==> config.mk <==
export PLATFORM = sky130hd
export DESIGN_NAME = ptm_timer
export DESIGN_NICKNAME = d
export VERILOG_FILES = /design/src/hdl/ptm_pkg.sv /design/src/hdl/ptm_timer.sv
export VERILOG_INCLUDE_DIRS = /design/src /design/src/hdl
export SDC_FILE = /design/constraint.sdc
export NUM_CORES = 1
export LEC_CHECK = 0
export ABC_AREA = 1
export BUFFER_PORTS_ARGS = -buffer_cell sky130_fd_sc_hd__buf_4
export CORE_MARGIN = 5
export CORE_UTILIZATION = 60
export CTS_CLUSTER_DIAMETER = 40
export DETAILED_ROUTE_END_ITERATION = 10
export GPL_TIMING_DRIVEN = 0
export MAX_ROUTING_LAYER = met4
export PLACE_DENSITY = 0.82
export REMOVE_ABC_BUFFERS = 1
export SLEW_MARGIN = 20
export SYNTH_ARGS = -nofsm -noshare
export SYNTH_HDL_FRONTEND = slang
export SYNTH_SLANG_ARGS = --single-unit
==> constraint.sdc <==
create_clock -name pclk -period 4 [get_ports pclk]
set_clock_uncertainty 0.15 [all_clocks]
set_input_delay 0.4 -clock pclk [delete_from_list [all_inputs] [get_ports pclk]]
set_output_delay 0.4 -clock pclk [all_outputs]
set_load 0.03 [all_outputs]
==> src/hdl/ptm_map.svh <==
// Purpose: Register offsets, field positions and reset values of the timer
// Assumes: APB byte addresses, one register per aligned word
// Notes:   Definitions only
`ifndef PTM_MAP_SVH
`define PTM_MAP_SVH

`define PTM_OFS_CTRL_A    12'h000
`define PTM_OFS_CTRL_B    12'h004
`define PTM_OFS_CNT_LO    12'h008
`define PTM_OFS_CNT_HI    12'h00c
`define PTM_OFS_CMPA_LO   12'h010
`define PTM_OFS_CMPA_HI   12'h014
`define PTM_OFS_PER_LO    12'h018
`define PTM_OFS_PER_HI    12'h01c
`define PTM_OFS_STATUS    12'h020

`define PTM_CTRL_A_MASK   8'hf8
`define PTM_RST_BYTE      8'h00
`define PTM_RST_CNT       16'h0000
`define PTM_CNT_MAX       16'hffff

`define PTM_A_PAUSE       7
`define PTM_A_CKS_HI      6
`define PTM_A_CKS_LO      4
`define PTM_A_ON          3
`define PTM_B_MODE_HI     7
`define PTM_B_MODE_LO     6
`define PTM_B_PINF_HI     5
`define PTM_B_PINF_LO     4
`define PTM_B_INIT        3
`define PTM_B_INV         2
`define PTM_B_CAPSRC      1
`define PTM_B_CLRSEL      0

`define PTM_DIV4_LAST     2'h3
`define PTM_DIV16_LAST    4'hf
`define PTM_DIV64_LAST    6'h3f

`endif

==> src/hdl/ptm_pkg.sv <==
// Purpose: Types shared by the periodic timer
// Assumes: Used with ptm_map.svh
// Notes:   No constants live here, only types
package ptm_pkg;

   typedef enum logic [1:0] {
      PTM_MODE_CMP,
      PTM_MODE_CAP,
      PTM_MODE_PWM,
      PTM_MODE_TMR
   } ptm_mode_t;

   typedef enum logic [2:0] {
      PTM_CK_SYS4,
      PTM_CK_SYS,
      PTM_CK_HI16,
      PTM_CK_HI64,
      PTM_CK_SUB0,
      PTM_CK_SUB1,
      PTM_CK_EXTR,
      PTM_CK_EXTF
   } ptm_clk_sel_t;

   typedef struct packed {
      logic         pause_control;
      ptm_clk_sel_t counter_clock_select;
      logic         timer_on;
      logic [2:0]   unused;
   } ptm_ctrl_a_t;

   typedef struct packed {
      ptm_mode_t    op_mode_select;
      logic [1:0]   pin_function_select;
      logic         output_init_level;
      logic         output_invert;
      logic         capture_source_select;
      logic         clear_select;
   } ptm_ctrl_b_t;

endpackage

==> src/hdl/ptm_timer.sv <==
// Purpose: Register layer and counter core of a 16-bit periodic timer
// Assumes: All pins synchronous to pclk; sub_clock and high-speed clock
//          arrive as one-cycle enable pulses
// Notes:   APB slave, zero wait states, pslverr on unmapped addresses
`timescale 1ns/1ps
`include "ptm_map.svh"

module ptm_timer #(
   parameter int CNT_W = 16
) (
   input  wire logic        pclk,
   input  wire logic        presetn,
   input  wire logic        psel,
   input  wire logic        penable,
   input  wire logic        pwrite,
   input  wire logic [11:0] paddr,
   input  wire logic [31:0] pwdata,
   output logic      [31:0] prdata,
   output logic             pready,
   output logic             pslverr,
   input  wire logic        high_speed_clock,
   input  wire logic        sub_clock,
   input  wire logic        external_clock_pin,
   input  wire logic        capture_input_pin,
   output logic             timer_output_pin,
   output logic             timer_output_pin_n,
   output logic             compare_a_flag,
   output logic             compare_p_flag,
   output logic             capture_event
);

   if (CNT_W != 16) begin : g_bad_width
      $error("ptm_timer supports a 16-bit counter only");
   end

   //*******************************************************
   // Register file
   //*******************************************************
   ptm_pkg::ptm_ctrl_a_t ctrl_a_ff;
   ptm_pkg::ptm_ctrl_b_t ctrl_b_ff;
   logic [15:0]          cmpa_ff;
   logic [15:0]          per_ff;
   logic [15:0]          cnt_ff;
   logic [15:0]          cap_ff;
   logic                 on_d_ff;
   logic                 pin_ff;
   logic                 ext_d_ff;
   logic                 cap_d_ff;
   logic [1:0]           div4_ff;
   logic [3:0]           div16_ff;
   logic [5:0]           div64_ff;

   logic       wr_en;
   logic       rd_en;
   logic       addr_ok;
   logic [7:0] rd_byte;

   assign wr_en = psel && penable && pwrite;
   assign rd_en = psel && penable && !pwrite;

   function automatic logic [15:0] put_byte(input logic [15:0] old,
                                            input logic        hi,
                                            input logic [7:0]  b);
      put_byte = hi ? {b, old[7:0]} : {old[15:8], b};
   endfunction

   always_comb begin
      addr_ok = 1'b1;
      rd_byte = `PTM_RST_BYTE;
      case (paddr)
         `PTM_OFS_CTRL_A:  rd_byte = ctrl_a_ff & `PTM_CTRL_A_MASK;
         `PTM_OFS_CTRL_B:  rd_byte = ctrl_b_ff;
         `PTM_OFS_CNT_LO:  rd_byte = cnt_ff[7:0];
         `PTM_OFS_CNT_HI:  rd_byte = cnt_ff[15:8];
         `PTM_OFS_CMPA_LO: rd_byte = cmpa_ff[7:0];
         `PTM_OFS_CMPA_HI: rd_byte = cmpa_ff[15:8];
         `PTM_OFS_PER_LO:  rd_byte = per_ff[7:0];
         `PTM_OFS_PER_HI:  rd_byte = per_ff[15:8];
         `PTM_OFS_STATUS:  rd_byte = cap_ff[7:0];
         default:          addr_ok = 1'b0;
      endcase
   end

   always_ff @(posedge pclk or negedge presetn) begin
      if (!presetn) begin
         ctrl_a_ff <= `PTM_RST_BYTE;
         ctrl_b_ff <= `PTM_RST_BYTE;
         cmpa_ff   <= `PTM_RST_CNT;
         per_ff    <= `PTM_RST_CNT;
      end else if (wr_en) begin
         case (paddr)
            `PTM_OFS_CTRL_A:  ctrl_a_ff <= pwdata[7:0] & `PTM_CTRL_A_MASK;
            `PTM_OFS_CTRL_B:  ctrl_b_ff <= pwdata[7:0];
            `PTM_OFS_CMPA_LO: cmpa_ff <= put_byte(cmpa_ff, 1'b0, pwdata[7:0]);
            `PTM_OFS_CMPA_HI: cmpa_ff <= put_byte(cmpa_ff, 1'b1, pwdata[7:0]);
            `PTM_OFS_PER_LO:  per_ff <= put_byte(per_ff, 1'b0, pwdata[7:0]);
            `PTM_OFS_PER_HI:  per_ff <= put_byte(per_ff, 1'b1, pwdata[7:0]);
            default: ;
         endcase
      end
   end

   always_ff @(posedge pclk or negedge presetn) begin
      if (!presetn) begin
         prdata  <= 32'h0000_0000;
         pready  <= 1'b0;
         pslverr <= 1'b0;
      end else begin
         pready  <= psel && !penable;
         pslverr <= psel && !penable && !addr_ok;
         if (psel && !penable && !pwrite) begin
            prdata <= {24'h00_0000, rd_byte};
         end
      end
   end

   //*******************************************************
   // Counter clock
   //*******************************************************
   logic tick;
   logic ext_rise;
   logic ext_fall;
   logic on;
   logic on_rise;

   assign on       = ctrl_a_ff.timer_on;
   assign on_rise  = on && !on_d_ff;
   assign ext_rise = external_clock_pin && !ext_d_ff;
   assign ext_fall = !external_clock_pin && ext_d_ff;

   always_ff @(posedge pclk or negedge presetn) begin
      if (!presetn) begin
         div4_ff  <= 2'h0;
         div16_ff <= 4'h0;
         div64_ff <= 6'h0;
      end else begin
         div4_ff <= div4_ff + 2'h1;
         if (high_speed_clock) begin
            div16_ff <= div16_ff + 4'h1;
            div64_ff <= div64_ff + 6'h1;
         end
      end
   end

   always_comb begin
      case (ctrl_a_ff.counter_clock_select)
         ptm_pkg::PTM_CK_SYS4: tick = (div4_ff == `PTM_DIV4_LAST);
         ptm_pkg::PTM_CK_SYS:  tick = 1'b1;
         ptm_pkg::PTM_CK_HI16: tick = high_speed_clock &&
                                     (div16_ff == `PTM_DIV16_LAST);
         ptm_pkg::PTM_CK_HI64: tick = high_speed_clock &&
                                     (div64_ff == `PTM_DIV64_LAST);
         ptm_pkg::PTM_CK_SUB0: tick = sub_clock;
         ptm_pkg::PTM_CK_SUB1: tick = sub_clock;
         ptm_pkg::PTM_CK_EXTR: tick = ext_rise;
         ptm_pkg::PTM_CK_EXTF: tick = ext_fall;
         default:              tick = 1'b0;
      endcase
   end

   //*******************************************************
   // Counter, comparators and clear
   //*******************************************************
   logic run;
   logic cmp_like;
   logic match_a;
   logic match_p;
   logic ovf;
   logic clr_a;
   logic raise_a;
   logic raise_p;
   logic do_clr;

   assign run = on && !ctrl_a_ff.pause_control && tick;
   assign cmp_like = (ctrl_b_ff.op_mode_select == ptm_pkg::PTM_MODE_CMP) ||
                     (ctrl_b_ff.op_mode_select == ptm_pkg::PTM_MODE_TMR);
   assign clr_a   = cmp_like && ctrl_b_ff.clear_select;
   assign match_a = run && (cmpa_ff != `PTM_RST_CNT) &&
                    (cnt_ff + 16'h0001 == cmpa_ff);
   assign match_p = run && (per_ff != `PTM_RST_CNT) &&
                    (cnt_ff + 16'h0001 == per_ff);
   assign ovf     = run && (cnt_ff == `PTM_CNT_MAX);
   assign raise_a = match_a;
   assign raise_p = match_p && !clr_a;
   assign do_clr  = clr_a ? match_a :
                    (match_p || (ovf && per_ff == `PTM_RST_CNT));

   always_ff @(posedge pclk or negedge presetn) begin
      if (!presetn) begin
         cnt_ff  <= `PTM_RST_CNT;
         on_d_ff <= 1'b0;
      end else begin
         on_d_ff <= on;
         if (on_rise) begin
            cnt_ff <= `PTM_RST_CNT;
         end else if (do_clr) begin
            cnt_ff <= `PTM_RST_CNT;
         end else if (run) begin
            cnt_ff <= cnt_ff + 16'h0001;
         end
      end
   end

   always_ff @(posedge pclk or negedge presetn) begin
      if (!presetn) begin
         compare_a_flag <= 1'b0;
         compare_p_flag <= 1'b0;
      end else begin
         compare_a_flag <= raise_a;
         compare_p_flag <= raise_p;
      end
   end

   //*******************************************************
   // Output pin
   //*******************************************************
   logic init;
   logic nxt_pin;
   logic [1:0] pinf;

   assign init = ctrl_b_ff.output_init_level;
   assign pinf = ctrl_b_ff.pin_function_select;

   always_comb begin
      nxt_pin = pin_ff;
      case (ctrl_b_ff.op_mode_select)
         ptm_pkg::PTM_MODE_CMP: begin
            if (on_rise) begin
               nxt_pin = init;
            end else if (match_a) begin
               case (pinf)
                  2'h1:    nxt_pin = 1'b0;
                  2'h2:    nxt_pin = 1'b1;
                  2'h3:    nxt_pin = !pin_ff;
                  default: nxt_pin = pin_ff;
               endcase
            end
         end
         ptm_pkg::PTM_MODE_PWM: begin
            case (pinf)
               2'h0:    nxt_pin = !init;
               2'h1:    nxt_pin = init;
               2'h2: begin
                  if (on_rise || match_p) begin
                     nxt_pin = init;
                  end else if (match_a) begin
                     nxt_pin = !init;
                  end
               end
               default: begin
                  if (on_rise) begin
                     nxt_pin = init;
                  end else if (match_a) begin
                     nxt_pin = !init;
                  end
               end
            endcase
         end
         default: nxt_pin = pin_ff;
      endcase
   end

   always_ff @(posedge pclk or negedge presetn) begin
      if (!presetn) begin
         pin_ff             <= 1'b0;
         timer_output_pin   <= 1'b0;
         timer_output_pin_n <= 1'b1;
      end else begin
         pin_ff <= nxt_pin;
         if (ctrl_b_ff.op_mode_select == ptm_pkg::PTM_MODE_TMR) begin
            timer_output_pin   <= nxt_pin;
            timer_output_pin_n <= !nxt_pin;
         end else begin
            timer_output_pin   <= nxt_pin ^ ctrl_b_ff.output_invert;
            timer_output_pin_n <= !(nxt_pin ^ ctrl_b_ff.output_invert);
         end
      end
   end

   //*******************************************************
   // Capture
   //*******************************************************
   logic cap_src;
   logic cap_hit;

   assign cap_src = ctrl_b_ff.capture_source_select ?
                    external_clock_pin : capture_input_pin;

   always_comb begin
      case (pinf)
         2'h0:    cap_hit = cap_src && !cap_d_ff;
         2'h1:    cap_hit = !cap_src && cap_d_ff;
         2'h2:    cap_hit = cap_src ^ cap_d_ff;
         default: cap_hit = 1'b0;
      endcase
   end

   always_ff @(posedge pclk or negedge presetn) begin
      if (!presetn) begin
         ext_d_ff      <= 1'b0;
         cap_d_ff      <= 1'b0;
         cap_ff        <= `PTM_RST_CNT;
         capture_event <= 1'b0;
      end else begin
         ext_d_ff      <= external_clock_pin;
         cap_d_ff      <= cap_src;
         capture_event <= 1'b0;
         if (on && cap_hit &&
             ctrl_b_ff.op_mode_select == ptm_pkg::PTM_MODE_CAP) begin
            cap_ff        <= cnt_ff;
            capture_event <= 1'b1;
         end
      end
   end

endmodule
Word level (Yosys, flattened, before mapping) --
Index checks and enable logic that the tools add are counted.
Operators by class: $add $sub $neg 4, equality and inequality tests 27, multiplexer cells 22, bitwise logic cells 6, reduce and logical (&&, ||, !) cells 57
Operators with widths (count):
- one-hot mux 8 bit (9 select lines) | 1
- one-hot mux 16 bit (2 select lines) | 2
- equality test 12 x 5 -> 1 bit (second input constant) | 4
- 2-to-1 mux 16 bit | 3
- equality test 16 bit | 2
- nonzero test 16 bit | 2
- equality test 12 x 4 -> 1 bit (second input constant) | 2
- logical AND 1 bit | 24
- adder 16 x 1 -> 16 bit (second input constant) | 1
- equality test 16 bit (second input constant) | 1
- zero test 16 bit | 1
- zero test 1 bit | 14
- equality test 12 x 3 -> 1 bit (second input constant) | 1
- equality test 12 x 6 -> 1 bit (second input constant) | 1
- equality test 3 bit (second input constant) | 4
- zero test 12 bit | 1
- AND reduction 3 bit | 4
- 2-to-1 mux 1 bit | 11
- equality test 2 bit (second input constant) | 5
- one-hot mux 1 bit (3 select lines) | 3
- OR reduction 9 bit | 1
- one-hot mux 1 bit (7 select lines) | 1
- adder 6 x 1 -> 6 bit (second input constant) | 1
- equality test 3 x 2 -> 1 bit (second input constant) | 2
- 15 further kinds | 24
Word-level totals: bits in registers 100, input port bits 53, output and inout port bits 39, logic and storage cells 146

Depth between registers and ports, before layout --
Gate-level depths: netlist of the first run.
depth after elaboration 13, mapped depth 20, depth with buffers taken out 20

Worst setup path before layout of the first run --
OpenSTA, ideal clock, no wires.
kind flip-flop to flip-flop, from register cnt_ff[0], to register timer_output_pin, setup time 116 ps, data arrival time 2110 ps, required time 3734 ps, path slack 1624 ps, stages on the path, launching flop included 16, buffers on the path 0, period minus slack after synthesis 2376 ps, path through dfrtp_1 ha_1 nand2_2 nor2_2 nand3_1 xor2_1 xor2_1 nor2_1 nand2_1 inv_1 nand3_1 nand3_1 a21oi_2 nand2_2 nand2_1 nand2_1
On the way: word-level cells in the longest chain between the ends 9, elaborated cells between the ends (all ways) 15, classes of those cells add/sub: 1; eq/ne: 2; mux: 8; bitwise: 1; reduce/logical: 3
Ends and longest elaborated chain:
- from (decl) | line ptm_timer.sv:43 | logic [15:0] cnt_ff;
- from (signal assigned) | line ptm_timer.sv:190 | cnt_ff <= `PTM_RST_CNT;
- from (signal assigned) | line ptm_timer.sv:195 | cnt_ff <= `PTM_RST_CNT;
- from (signal assigned) | line ptm_timer.sv:197 | cnt_ff <= `PTM_RST_CNT;
- adder 16 x 1 -> 16 bit * | line ptm_timer.sv:179 | (cnt_ff + 16'h0001 == cmpa_ff);
- equality test 16 bit * | line ptm_timer.sv:179
- logical AND 1 bit * | line ptm_timer.sv:178 | assign match_a = run && (cmpa_ff != `PTM_RST_CNT) &&
- via match_a | line ptm_timer.sv:166 | logic match_a;
- 2-to-1 mux 1 bit | line ptm_timer.sv:246, ptm_timer.sv:253
- 2-to-1 mux 1 bit (on tied branches) | line ptm_timer.sv:251, ptm_timer.sv:244
- one-hot mux 1 bit (3 select lines) | line ptm_timer.sv:240 | case (pinf)
- one-hot mux 1 bit (2 select lines) * | line ptm_timer.sv:226 | case (ctrl_b_ff.op_mode_select)
- via nxt_pin | line ptm_timer.sv:218 | logic nxt_pin;
- XOR 1 bit | line ptm_timer.sv:274 | timer_output_pin <= nxt_pin ^ ctrl_b_ff.output_invert;
- 2-to-1 mux 1 bit * | line ptm_timer.sv:270 | if (ctrl_b_ff.op_mode_select == ptm_pkg::PTM_MODE_TMR) begin
- to (signal assigned) | line ptm_timer.sv:271 | timer_output_pin <= nxt_pin;
- to (signal assigned) | line ptm_timer.sv:274
- to (decl) | line ptm_timer.sv:25 | output logic timer_output_pin,
The timed path passes the listed nets; every way through them passes the cells marked *. A chain may end at the register's enable or synchronous reset.

Worst setup path after layout of the first run --
from register div64_ff[0], to register cnt_ff[1]
On the way: word-level cells in the longest chain between the ends 10, elaborated cells between the ends (all ways) 15, classes of those cells eq/ne: 1; mux: 4; reduce/logical: 10
Ends and longest elaborated chain:
- from (decl) | line ptm_timer.sv:51 | logic [5:0] div64_ff;
- from (signal assigned) | line ptm_timer.sv:140 | div64_ff <= div64_ff + 6'h1;
- equality test 6 bit (no source line) *
- logical AND 1 bit * | line ptm_timer.sv:151 | ptm_pkg::PTM_CK_HI64: tick = high_speed_clock &&
- one-hot mux 1 bit (7 select lines) * | line ptm_timer.sv:146 | case (ctrl_a_ff.counter_clock_select)
- logical AND 1 bit * | line ptm_timer.sv:174 | assign run = on && !ctrl_a_ff.pause_control && tick;
- logical AND 1 bit (on tied branches) | line ptm_timer.sv:180, ptm_timer.sv:182
- logical AND 1 bit (on tied branches)
- logical OR 1 bit | line ptm_timer.sv:186 | (match_p || (ovf && per_ff == `PTM_RST_CNT));
- 2-to-1 mux 1 bit | line ptm_timer.sv:185 | assign do_clr = clr_a ? match_a :
- 2-to-1 mux 16 bit | line ptm_timer.sv:196 | end else if (do_clr) begin
- 2-to-1 mux 16 bit | line ptm_timer.sv:194 | if (on_rise) begin
- to (signal assigned) | line ptm_timer.sv:195
- to (signal assigned) | line ptm_timer.sv:197
- to (signal assigned) | line ptm_timer.sv:199 | cnt_ff <= cnt_ff + 16'h0001;
Mark *: on every way between the ends. The rest lies on a longest branch, timed or not.

==> metrics, run 1 <==
status completed; Hold WC Path Type primary input to register; Sum Neg Setup Slack 0 ns; largest net degree at the start of global routing 101; max incr delay on CP ~0.73 ns; RSZ-0062 raised after global routing false; fin nets 898; Final Hold Viols 0; Max-slew headroom a little under two fifths; Power Total 1.98 mW; DP Worst Slack 0.547 ns; Ant. Diodes 0; num rows 36; drt initial violations 580; Worst Setup SP div64_ff[0]; fin. max-slew vios 0; synthesized cell area 5930 um2; Core Region slightly below 10000 um2; EDFF count, synth 0; post-DP HPWL 13500 um; #FFs+latches synth 100; Global Route Usage Sum 32.4%; clock power share between 30% and 40%; syn avg cell area ~7.5 um2; CP max-delay cell o2111ai_2; Net Sw Power just under 600 uW; Yosys warning total 0; global route overflow 0; H-Tree Level Count 3; Syn-to-layout area delta 9.03%; DRC violation count after routing 0; Cell variety after synth 38; Synth Instances 792; Core Util, Final 66.5%; worst-skew pair later-pin latency 0.39 ns; die area around 12000 um2; Seq/Total Area, Yosys 42.2%; Crit Path Max Fanout 23; CP Class register to register; vias in the first global route 5376; CP Cell Sequence ha_1, nand2_1, nor3_1, nand2_1, nand3_1, nand2_1, nor2_1, nand3_1, nor2_1, nand3_2, o2111ai_2, nor2_1; effective utilization at floorplan 61.0%; maxcap violations 0; antenna violations before repair 0; clk slew on worst S/H paths around 0.10 ns; endpoint type of the worst setup path register; first drt pass iteration count 5; I/O Buffers 43; P_leak ~3.2 nW; TritonCTS clock tree built; WL final 17900 um; Power Density between 300 and 400 nW/um2; Max Clock Freq between 200 and 300 MHz; Num Clock Sinks 100; # IOs 92; CP Launch Type register; DIE HEIGHT approximately 110 um; Num CTS Buffers 9; die width 109 um; Logic pwr share 12.0%; Routability Congestion roughly 0.99; Period minus WS final 3.46 ns; Main synth FF type dfrtp_1; Antenna Nets Post-Route 0; worst r2r src div64_ff[0]; period utilisation layout 86.4%; asr flop ratio synth 100%; first-pass GRT wire length approximately 28000 um; vias 5593; min setup slack post-route about 0.54 ns; share of layout cells above drive strength 1 under 10%; critical path arrival roughly 3.6 ns; critical path required time 4.10 ns; count leader, synth nand2_1; Flop pwr share around 56%; switching share of total power 29.8%; Area contributors post-synth dfrtp_1 (42%), nand2_1 (12%), inv_1 (7.0%), o21ai_0 (6.6%), nand3_1 (6.2%); Wirelength per Cell 18.4 um; Setup Viol. Count Final 0; internal power 1.39 mW; Worst-Margin Slew about 0.95 ns; vias per inst about 5.8; most instantiated cells after synthesis nand2_1 (184), inv_1 (110), dfrtp_1 (99), o21ai_0 (78), nor2_1 (76); clock buffer depth 2; clk root buf clkbuf_8; area leader, netlist dfrtp_1; top cell type's share of synthesized area between 40% and 50%; maximum VDD drop 0.000357 V; worst min-delay path startpoint penable
-- area by class of cell --
cell class / count / area (um2)
clock buffers: 10 / 128
multi-input cells: 568 / 2860
clock inverters: 5 / 45.0
well taps: 133 / 166
inverters: 111 / 417
repair buffers: 45 / 347
fillers: 866 / 3260
flip-flops and latches: 100 / 2500
-- sequential cells by signal, summed over array words and instances (netlist names), 2 cells and up --
register,cells
cmpa_ff,16
cnt_ff,16
per_ff,16
cap_ff,8
prdata,8
div64_ff,6
ctrl_b_ff,5
ctrl_a_ff,4
div16_ff,4
div4_ff,2
pinf,2
-- power groups by stage --
stage	sequential (mW)	combinational [mW]	clock, mW
after floorplan	1.13	0.142	0
after global placement	1.13	0.215	0
after detailed placement	1.13	0.232	0
after CTS	1.11	0.238	0.635
after global routing	1.12	0.266	0.673
final	1.11	0.237	0.627
-- timing repair --
action                    4_1_cts  5_1_grt
hold endpoints to repair        8        0
hold buffers                    2        0
resized for setup               0        0
setup buffers                   0        0
-- per-layer routing --
| layer | vias up | wire [um] | GRT usage, % |
|---|---|---|---|
| li1 | 2630 | - | - |
| met5 | - | 0 | - |
| met2 | 280 | 8090 | 48.1 |
| met3 | 42 | 1610 | 8.40 |
| met1 | 2641 | 7610 | 43.1 |
| met4 | 0 | 539 | 12.0 |
-- critical path: cells and delay by family (launching register included) --
kind	cells	cell delay [ns]
AO/OA/AOI/OAI	1	0.73
adder cells (fa/ha/maj)	1	0.16
flip-flops	1	0.40
AND/OR/NAND/NOR	10	1.86
-- metrics by stage --
step	hold WS [ns]	instance area, um2	instances
2_1_floorplan	-0.0456	5780	779
3_3_place_gp	0.263	6270	955
3_5_place_dp	0.272	6270	955
4_1_cts	0.00284	6470	972
5_1_grt	0.0158	6470	972
6_report	0.0161	6470	972
-- cell usage in the layout (no fill, tap or decap), drive strengths merged, types with 3 or more instances in the layout --
cell type,n
a21oi,5
a221oi,5
buf,43
clkbuf,10
conb,24
dfrtp,99
ha,10
inv,115
mux2,6
nand2,191
nand3,74
nand4,19
nor2,81
nor3,7
nor4,7
o21ai,80
o22ai,26
o41ai,3
xor2,18
-- path summary, 6_finish.rpt --
path,to,slack (ns),depth (start not counted)
setup / recovery,cnt_ff[1],0.54,12
hold / removal,pready,0.02,2
setup reg to reg,cnt_ff[1],0.54,12
hold reg to reg,div4_ff[0],0.29,1
max in group asynchronous,per_ff[10],2.52,2
min in group asynchronous,cnt_ff[10],0.49,2
-- cell families after synthesis --
group | count (synthesis) | synth area share [%]
flops | 100 | 42.2
compound gates | 124 | 11.9
buf+inv | 147 | 11.0
xor+xnor | 20 | 2.95
other cells | 1 | 0.0632
simple gates | 384 | 28.6
mux | 6 | 1.14
fa+ha+maj | 10 | 2.11
Power figures use the tool's default switching activity.
==> run 2, diff against run 1 <==
--- a/config.mk
+++ b/config.mk
@@ -6,15 +6,16 @@
 export SDC_FILE = /design/constraint.sdc
 export NUM_CORES = 1
 export LEC_CHECK = 0
-export ABC_AREA = 1
 export BUFFER_PORTS_ARGS = -buffer_cell sky130_fd_sc_hd__buf_4
 export CORE_MARGIN = 5
 export CORE_UTILIZATION = 60
+export CTS_BUF_LIST = sky130_fd_sc_hd__clkbuf_8
 export CTS_CLUSTER_DIAMETER = 40
 export DETAILED_ROUTE_END_ITERATION = 10
 export GPL_TIMING_DRIVEN = 0
+export HOLD_SLACK_MARGIN = 0.05
 export MAX_ROUTING_LAYER = met4
-export PLACE_DENSITY = 0.82
+export PLACE_DENSITY = 0.81
 export REMOVE_ABC_BUFFERS = 1
 export SLEW_MARGIN = 20
 export SYNTH_ARGS = -nofsm -noshare
==> metrics, run 2 <==
effective utilization at floorplan 60.8% (-0.15 points); critical path required time 4.14 ns (+0.04 ns); drt initial violations 477 (-18%); Syn-to-layout area delta 8.59%; first drt pass iteration count 6 (+1); Seq/Total Area, Yosys 40.4% (-1.8 points); hold slack 0.101 ns (+0.0852 ns); DP Worst Slack 0.0702 ns (-0.477 ns); Routability Congestion 0.949 (-4.0%); most instantiated cells after synthesis dfrtp_1 (99), nand2_1 (63), nor2_1 (50), mux2_2 (46), xnor2_1 (38); H-Tree Level Count 3 (unchanged); Power Total 2.08 mW (+5.2%); largest net degree at the start of global routing 101 (unchanged); vias per inst 6.49 (+13%); Max-slew headroom 24.3% (-13 points); worst-skew pair later-pin latency 0.40 ns (about the same); Antenna Nets Post-Route 0 (unchanged); post-DP HPWL 12700 um (-5.8%); commonest non-fill, non-tap cell in the layout dfrtp_1; maxcap violations 0 (unchanged); clock buffer depth 2 (unchanged); Final Hold Viols 0 (unchanged); WL final 17500 um (-2.2%); Wirelength per Cell 21.9 um (+19%); Global Route Usage Sum 29.4% (-3.0 points); min setup slack post-route 0.178 ns (-0.365 ns); Synth Instances 629 (-21%); area leader, netlist dfrtp_1; top flop regs cmpa_ff x16, cnt_ff x16, per_ff x16; Power Density 309 nW/um2 (+1.2%); Cell variety after synth 72 (+89%); Core Region 10200 um2 (+4.7%); Period minus WS final 3.82 ns (+0.365 ns); fin nets 718 (-20%); vias in the first global route 4942 (-8.1%); count leader, synth dfrtp_1; Post-CTS Setup Inserts 0 (unchanged); Worst-Margin Slew 1.13 ns (+0.184 ns); Hold WC Path Type primary input to register; period utilisation layout 95.5% (+9.1 points); Max Clock Freq 262 MHz (-9.6%); global route overflow 0 (unchanged); Setup Viol. Count Final 0 (unchanged); Fill cells 845 (-2.4%); endpoint type of the worst setup path register; Core Util, Final 66.0% (-0.43 points); Main synth FF type dfrtp_1; # IOs 92 (unchanged); clk root buf clkbuf_8; fin. max-slew vios 0 (unchanged); CP Class register to register; clk slew on worst S/H paths 0.11 ns (about the same); top cell type's share of synthesized area 40.0% (-1.8 points); CP Launch Type register; status completed; Sum Neg Setup Slack 0 ns (unchanged); antenna violations before repair 0 (unchanged); Ant. Diodes 0 (unchanged); Yosys warning total 0 (unchanged); Num Clock Sinks 100 (unchanged); leading cell types in the layout, fill and taps excluded dfrtp_1 (96), nand2_1 (62), nor2_1 (50), mux2_2 (46), buf_4 (42); DRC violation count after routing 0 (unchanged); P_leak 2.98 nW (-5.3%); Num CTS Buffers 9 (unchanged); DIE HEIGHT 112 um (+2.0%); die width 112 um (+2.0%); maximum VDD drop 0.000318 V (-11%); share of layout cells above drive strength 1 19.5% (+9.7 points); I/O Buffers 43 (unchanged); die area 12500 um2 (+4.0%); TritonCTS clock tree built; synthesized cell area 6190 um2 (+4.4%); vias 5163 (-7.7%); EDFF count, synth 0 (unchanged); first-pass GRT wire length 27700 um (-1.6%); asr flop ratio synth 100% (unchanged); Area contributors post-synth dfrtp_1 (40%), mux2_2 (8.4%), xnor2_1 (5.4%), nand2_1 (3.8%), buf_4 (3.3%); RSZ-0062 raised after global routing false; num rows 37 (+2.8%); #FFs+latches synth 100 (unchanged); Crit Path Max Fanout 10 (-57%); critical path arrival 3.96 ns (+0.40 ns); syn avg cell area 9.85 um2 (+31%); flop-to-flop setup slack 0.18 ns (-0.37 ns)
[run 2: cell types whose count changed after synthesis, sizes merged, moves of 8 or more]
cell   delta
nor4     +10
mux2     +40
o22ai    -25
inv      -95
nand2   -128
nand3    -56
o21a      +8
buf      +16
xnor2    +36
o21ai    -62
nor2     -31
mux2i     +9
[run 2: stage by stage]
stage | std cells | instance area (um2)
global placement | 776 | 6440
detailed placement | 778 | 6480
global route | 796 | 6730
CTS | 796 | 6700
finish | 796 | 6730
floorplan | 597 | 5950
[run 2: logic make-up after synthesis]
logic type	share of synthesized area [%]
simple gates	20.1
flops	40.4
compound gates	11.6
buf+inv	6.32
xor+xnor	9.70
mux	9.82
fa+ha+maj	2.02
other cells	0.0605
[run 2: path summary, 6_finish.rpt]
check	start	to	cells after the start
worst max-delay path	cnt_ff[1]	timer_output_pin	10
worst min-delay path	high_speed_clock	div16_ff[0]	2
worst max register to register	cnt_ff[1]	timer_output_pin	10
worst min register to register	div4_ff[0]	div4_ff[0]	1
max in group asynchronous	presetn	cnt_ff[7]	2
min in group asynchronous	presetn	ext_d_ff	2
[run 2: cell type report]
| cell class | count | area [um2] | share of cell area, % |
|---|---|---|---|
| clock inverter | 7 | 78.8 | 1.17 |
| multi-input combinational | 480 | 3420 | 50.9 |
| timing repair buffer | 47 | 357 | 5.30 |
| tap | 136 | 170 | 2.53 |
| inverter | 17 | 63.8 | 0.949 |
| clock buffer | 9 | 124 | 1.84 |
| sequential | 100 | 2510 | 37.3 |
[run 2: power by group]
| part | switching [mW] | internal, mW | total (mW) | leakage [nW] |
|---|---|---|---|---|
| combinational | 0.157 | 0.111 | 0.268 | 1.56 |
| clock | 0.422 | 0.250 | 0.672 | 0.103 |
| sequential | 0.0576 | 1.08 | 1.14 | 1.33 |
[run 2: routing by layer]
layer,global-route usage (%),wire [um]
met3,4.57,1520
met4,10.7,495
met1,39.7,7260
met5,-,0
met2,45.4,8180
[run 2: worst max-delay path, stage by stage, from the launching register on]
cell	delay, ns
dfrtp_1	0.55
ha_1	0.37
nand2_2	0.19
or4_4	0.66
o21a_1	0.14
nor4_1	0.37
nand4b_1	0.32
o21ai_0	0.27
o211ai_1	0.13
a311o_1	0.40
xnor2_1	0.15
[run 2: timing repair]
| action | in CTS | in global routing |
|---|---|---|
| gates resized for setup | 0 | 6 |
| hold endpoints to repair | 100 | 0 |
| hold buffers | 2 | 0 |
| setup endpoints to repair | 0 | 19 |
==> run 3, diff against run 2 <==
--- a/config.mk
+++ b/config.mk
@@ -8,14 +8,14 @@
 export LEC_CHECK = 0
 export BUFFER_PORTS_ARGS = -buffer_cell sky130_fd_sc_hd__buf_4
 export CORE_MARGIN = 5
-export CORE_UTILIZATION = 60
+export CORE_UTILIZATION = 54
 export CTS_BUF_LIST = sky130_fd_sc_hd__clkbuf_8
 export CTS_CLUSTER_DIAMETER = 40
 export DETAILED_ROUTE_END_ITERATION = 10
 export GPL_TIMING_DRIVEN = 0
 export HOLD_SLACK_MARGIN = 0.05
 export MAX_ROUTING_LAYER = met4
-export PLACE_DENSITY = 0.81
+export PLACE_DENSITY = 0.77
 export REMOVE_ABC_BUFFERS = 1
 export SLEW_MARGIN = 20
 export SYNTH_ARGS = -nofsm -noshare
==> constraint.sdc (replaced) <==
create_clock -name pclk -period 3.4 [get_ports pclk]
set_clock_uncertainty 0.15 [all_clocks]
set_input_delay 0.34 -clock pclk [delete_from_list [all_inputs] [get_ports pclk]]
set_output_delay 0.34 -clock pclk [all_outputs]
set_load 0.03 [all_outputs]
==> metrics, run 3 (synthesized netlist as in run 2, its figures left out) <==
maxcap violations 0 (unchanged); met3 WL 1570 um (+3.4%); Hold WC Path Type primary input to register; vias per inst 6.29 (-3.1%); commonest non-fill, non-tap cell in the layout dfrtp_1; Worst Setup SP cnt_ff[0]; RSZ-0062 raised after global routing true; wl on met1 7350 um (+1.3%); vias 5135 (-0.54%); die width 117 um (+4.9%); leading cell types in the layout, fill and taps excluded dfrtp_1 (89), nand2_1 (62), buf_4 (58), nor2_1 (49), mux2_2 (46); critical path arrival 3.42 ns (-0.54 ns); fin nets 733 (+2.1%); die area 13700 um2 (+10%); global route overflow 0 (unchanged); endpoint type of the worst setup path register; met2 wire length 8410 um (+2.7%); multi-input logic area 3520 um2 (+2.7%); H-Tree Level Count 3 (unchanged); Routability Congestion 1.03 (+8.6%); Power Density 355 nW/um2 (+15%); Global Route Usage Sum 28.8% (-0.66 points); top sig layer met4; min setup slack post-route 0.108 ns (-0.0708 ns); Max-slew headroom 23.7% (-0.58 points); clk root buf clkbuf_8; Crit Path Max Fanout 10 (unchanged); vias in the first global route 5213 (+5.5%); Fill cells 984 (+16%); status completed; clk slew on worst S/H paths 0.10 ns (about the same); DRC violation count after routing 0 (unchanged); Wirelength per Cell 21.9 um (about the same); largest net degree at the start of global routing 101 (unchanged); drt initial violations 594 (+25%); effective utilization at floorplan 54.7% (-6.1 points); Num Clock Sinks 100 (unchanged); Period minus WS final 3.29 ns (-0.529 ns); post-DP HPWL 12900 um (+0.98%); TritonCTS clock tree built; first-pass GRT wire length 28700 um (+3.6%); worst r2r src cnt_ff[0]; Sum Neg Setup Slack 0 ns (unchanged); Max Clock Freq 304 MHz (+16%); DP Worst Slack -0.554 ns (-0.624 ns); Num CTS Buffers 9 (unchanged); Final Hold Viols 0 (unchanged); Worst-Margin Slew 1.14 ns (+0.00415 ns); Antenna Nets Post-Route 0 (unchanged); I/O Buffers 43 (unchanged); share of layout cells above drive strength 1 23.7% (+4.2 points); clock buffer depth 2 (unchanged); maximum VDD drop 0.000447 V (+40%); num rows 39 (+5.4%); top flop regs cmpa_ff x16, cnt_ff x16, per_ff x16; Syn-to-layout area delta 12.2%; # IOs 92 (unchanged); Core Region 11300 um2 (+11%); first drt pass iteration count 5 (-1); period utilisation layout 96.8% (+1.3 points); Ant. Diodes 0 (unchanged); antenna violations before repair 0 (unchanged); worst-skew pair later-pin latency 0.39 ns (about the same); Setup Viol. Count Final 0 (unchanged); P_leak 3.09 nW (+3.6%); register area 2520 um2 (+0.35%); CP Class register to register; worst min-delay path startpoint high_speed_clock; DIE HEIGHT 117 um (+4.9%); CP Launch Type register; WL final 17900 um (+2.5%); critical path required time 3.52 ns (-0.62 ns); fin. max-slew vios 0 (unchanged)
## run 3: cell count changes in the layout (fill, tap and decap cells not counted), moves of 2 or more
cell	before	now
dfrtp_2	3	10
clkinv_8	2	0
and3_1	9	7
a2111oi_1	0	2
buf_4	42	58
dfrtp_1	96	89
a2111oi_0	3	1
## run 3: routing by layer
| layer | GRT usage (%) | up-vias |
|---|---|---|
| met5 | - | - |
| met2 | 43.9 | 251 |
| met3 | 4.78 | 48 |
| met4 | 12.5 | 0 |
| li1 | - | 2318 |
| met1 | 38.1 | 2518 |
## run 3: layout make-up
cell class              instances  share of cell area [%]
inverters                      17                   0.918
well taps                     143                    2.57
multi-input cells             480                    50.6
clock buffers                   9                    1.78
clock inverters                 6                    1.13
flip-flops and latches        100                    36.2
repair buffers                 62                    6.79
## run 3: where the power goes
part / switching (mW) / total (mW) / internal, mW
clock: 0.459 / 0.814 / 0.355
sequential: 0.0679 / 1.34 / 1.27
combinational: 0.186 / 0.315 / 0.129
total: 0.713 / 2.47 / 1.76
## run 3: per-stage QoR
step	power (mW)	hold WS, ns	area, um2	utilization [%]	cells
after floorplan	1.54	-0.106	5950	-	597
after global placement	1.66	0.262	6450	57.0	783
after detailed placement	1.68	0.272	6480	57.3	785
after CTS	2.49	0.0506	6860	60.6	814
after global routing	2.59	0.0568	6950	61.4	817
final	2.47	0.0635	6950	61.4	817
## run 3: final timing paths
path,to,slack (ns),depth (start not counted)
hold reg to reg,div4_ff[0],0.29,1
max in group asynchronous,cnt_ff[8],1.93,2
setup reg to reg,timer_output_pin,0.11,10
hold / removal,div16_ff[0],0.06,2
min in group asynchronous,cnt_ff[11],0.44,2
setup / recovery,timer_output_pin,0.11,10
## run 3: critical path, cell delays in order (launching register included)
cell and delay [ns]:
dfrtp_2 0.38, ha_2 0.27, nand2_4 0.12, or4_1 0.54
a32oi_1 0.24, a21oi_1 0.14, or2_2 0.39, nand4bb_4 0.26
o21a_1 0.21, a311o_1 0.33, xnor2_1 0.15
## run 3: timing repair
item / in CTS / in global routing
pin swaps: 1 / 1
hold endpoints to repair: 100 / 0
gates resized for setup: 20 / 12
hold buffers: 2 / 0
setup endpoints to repair: 19 / 19
buffers inserted: 12 / 3
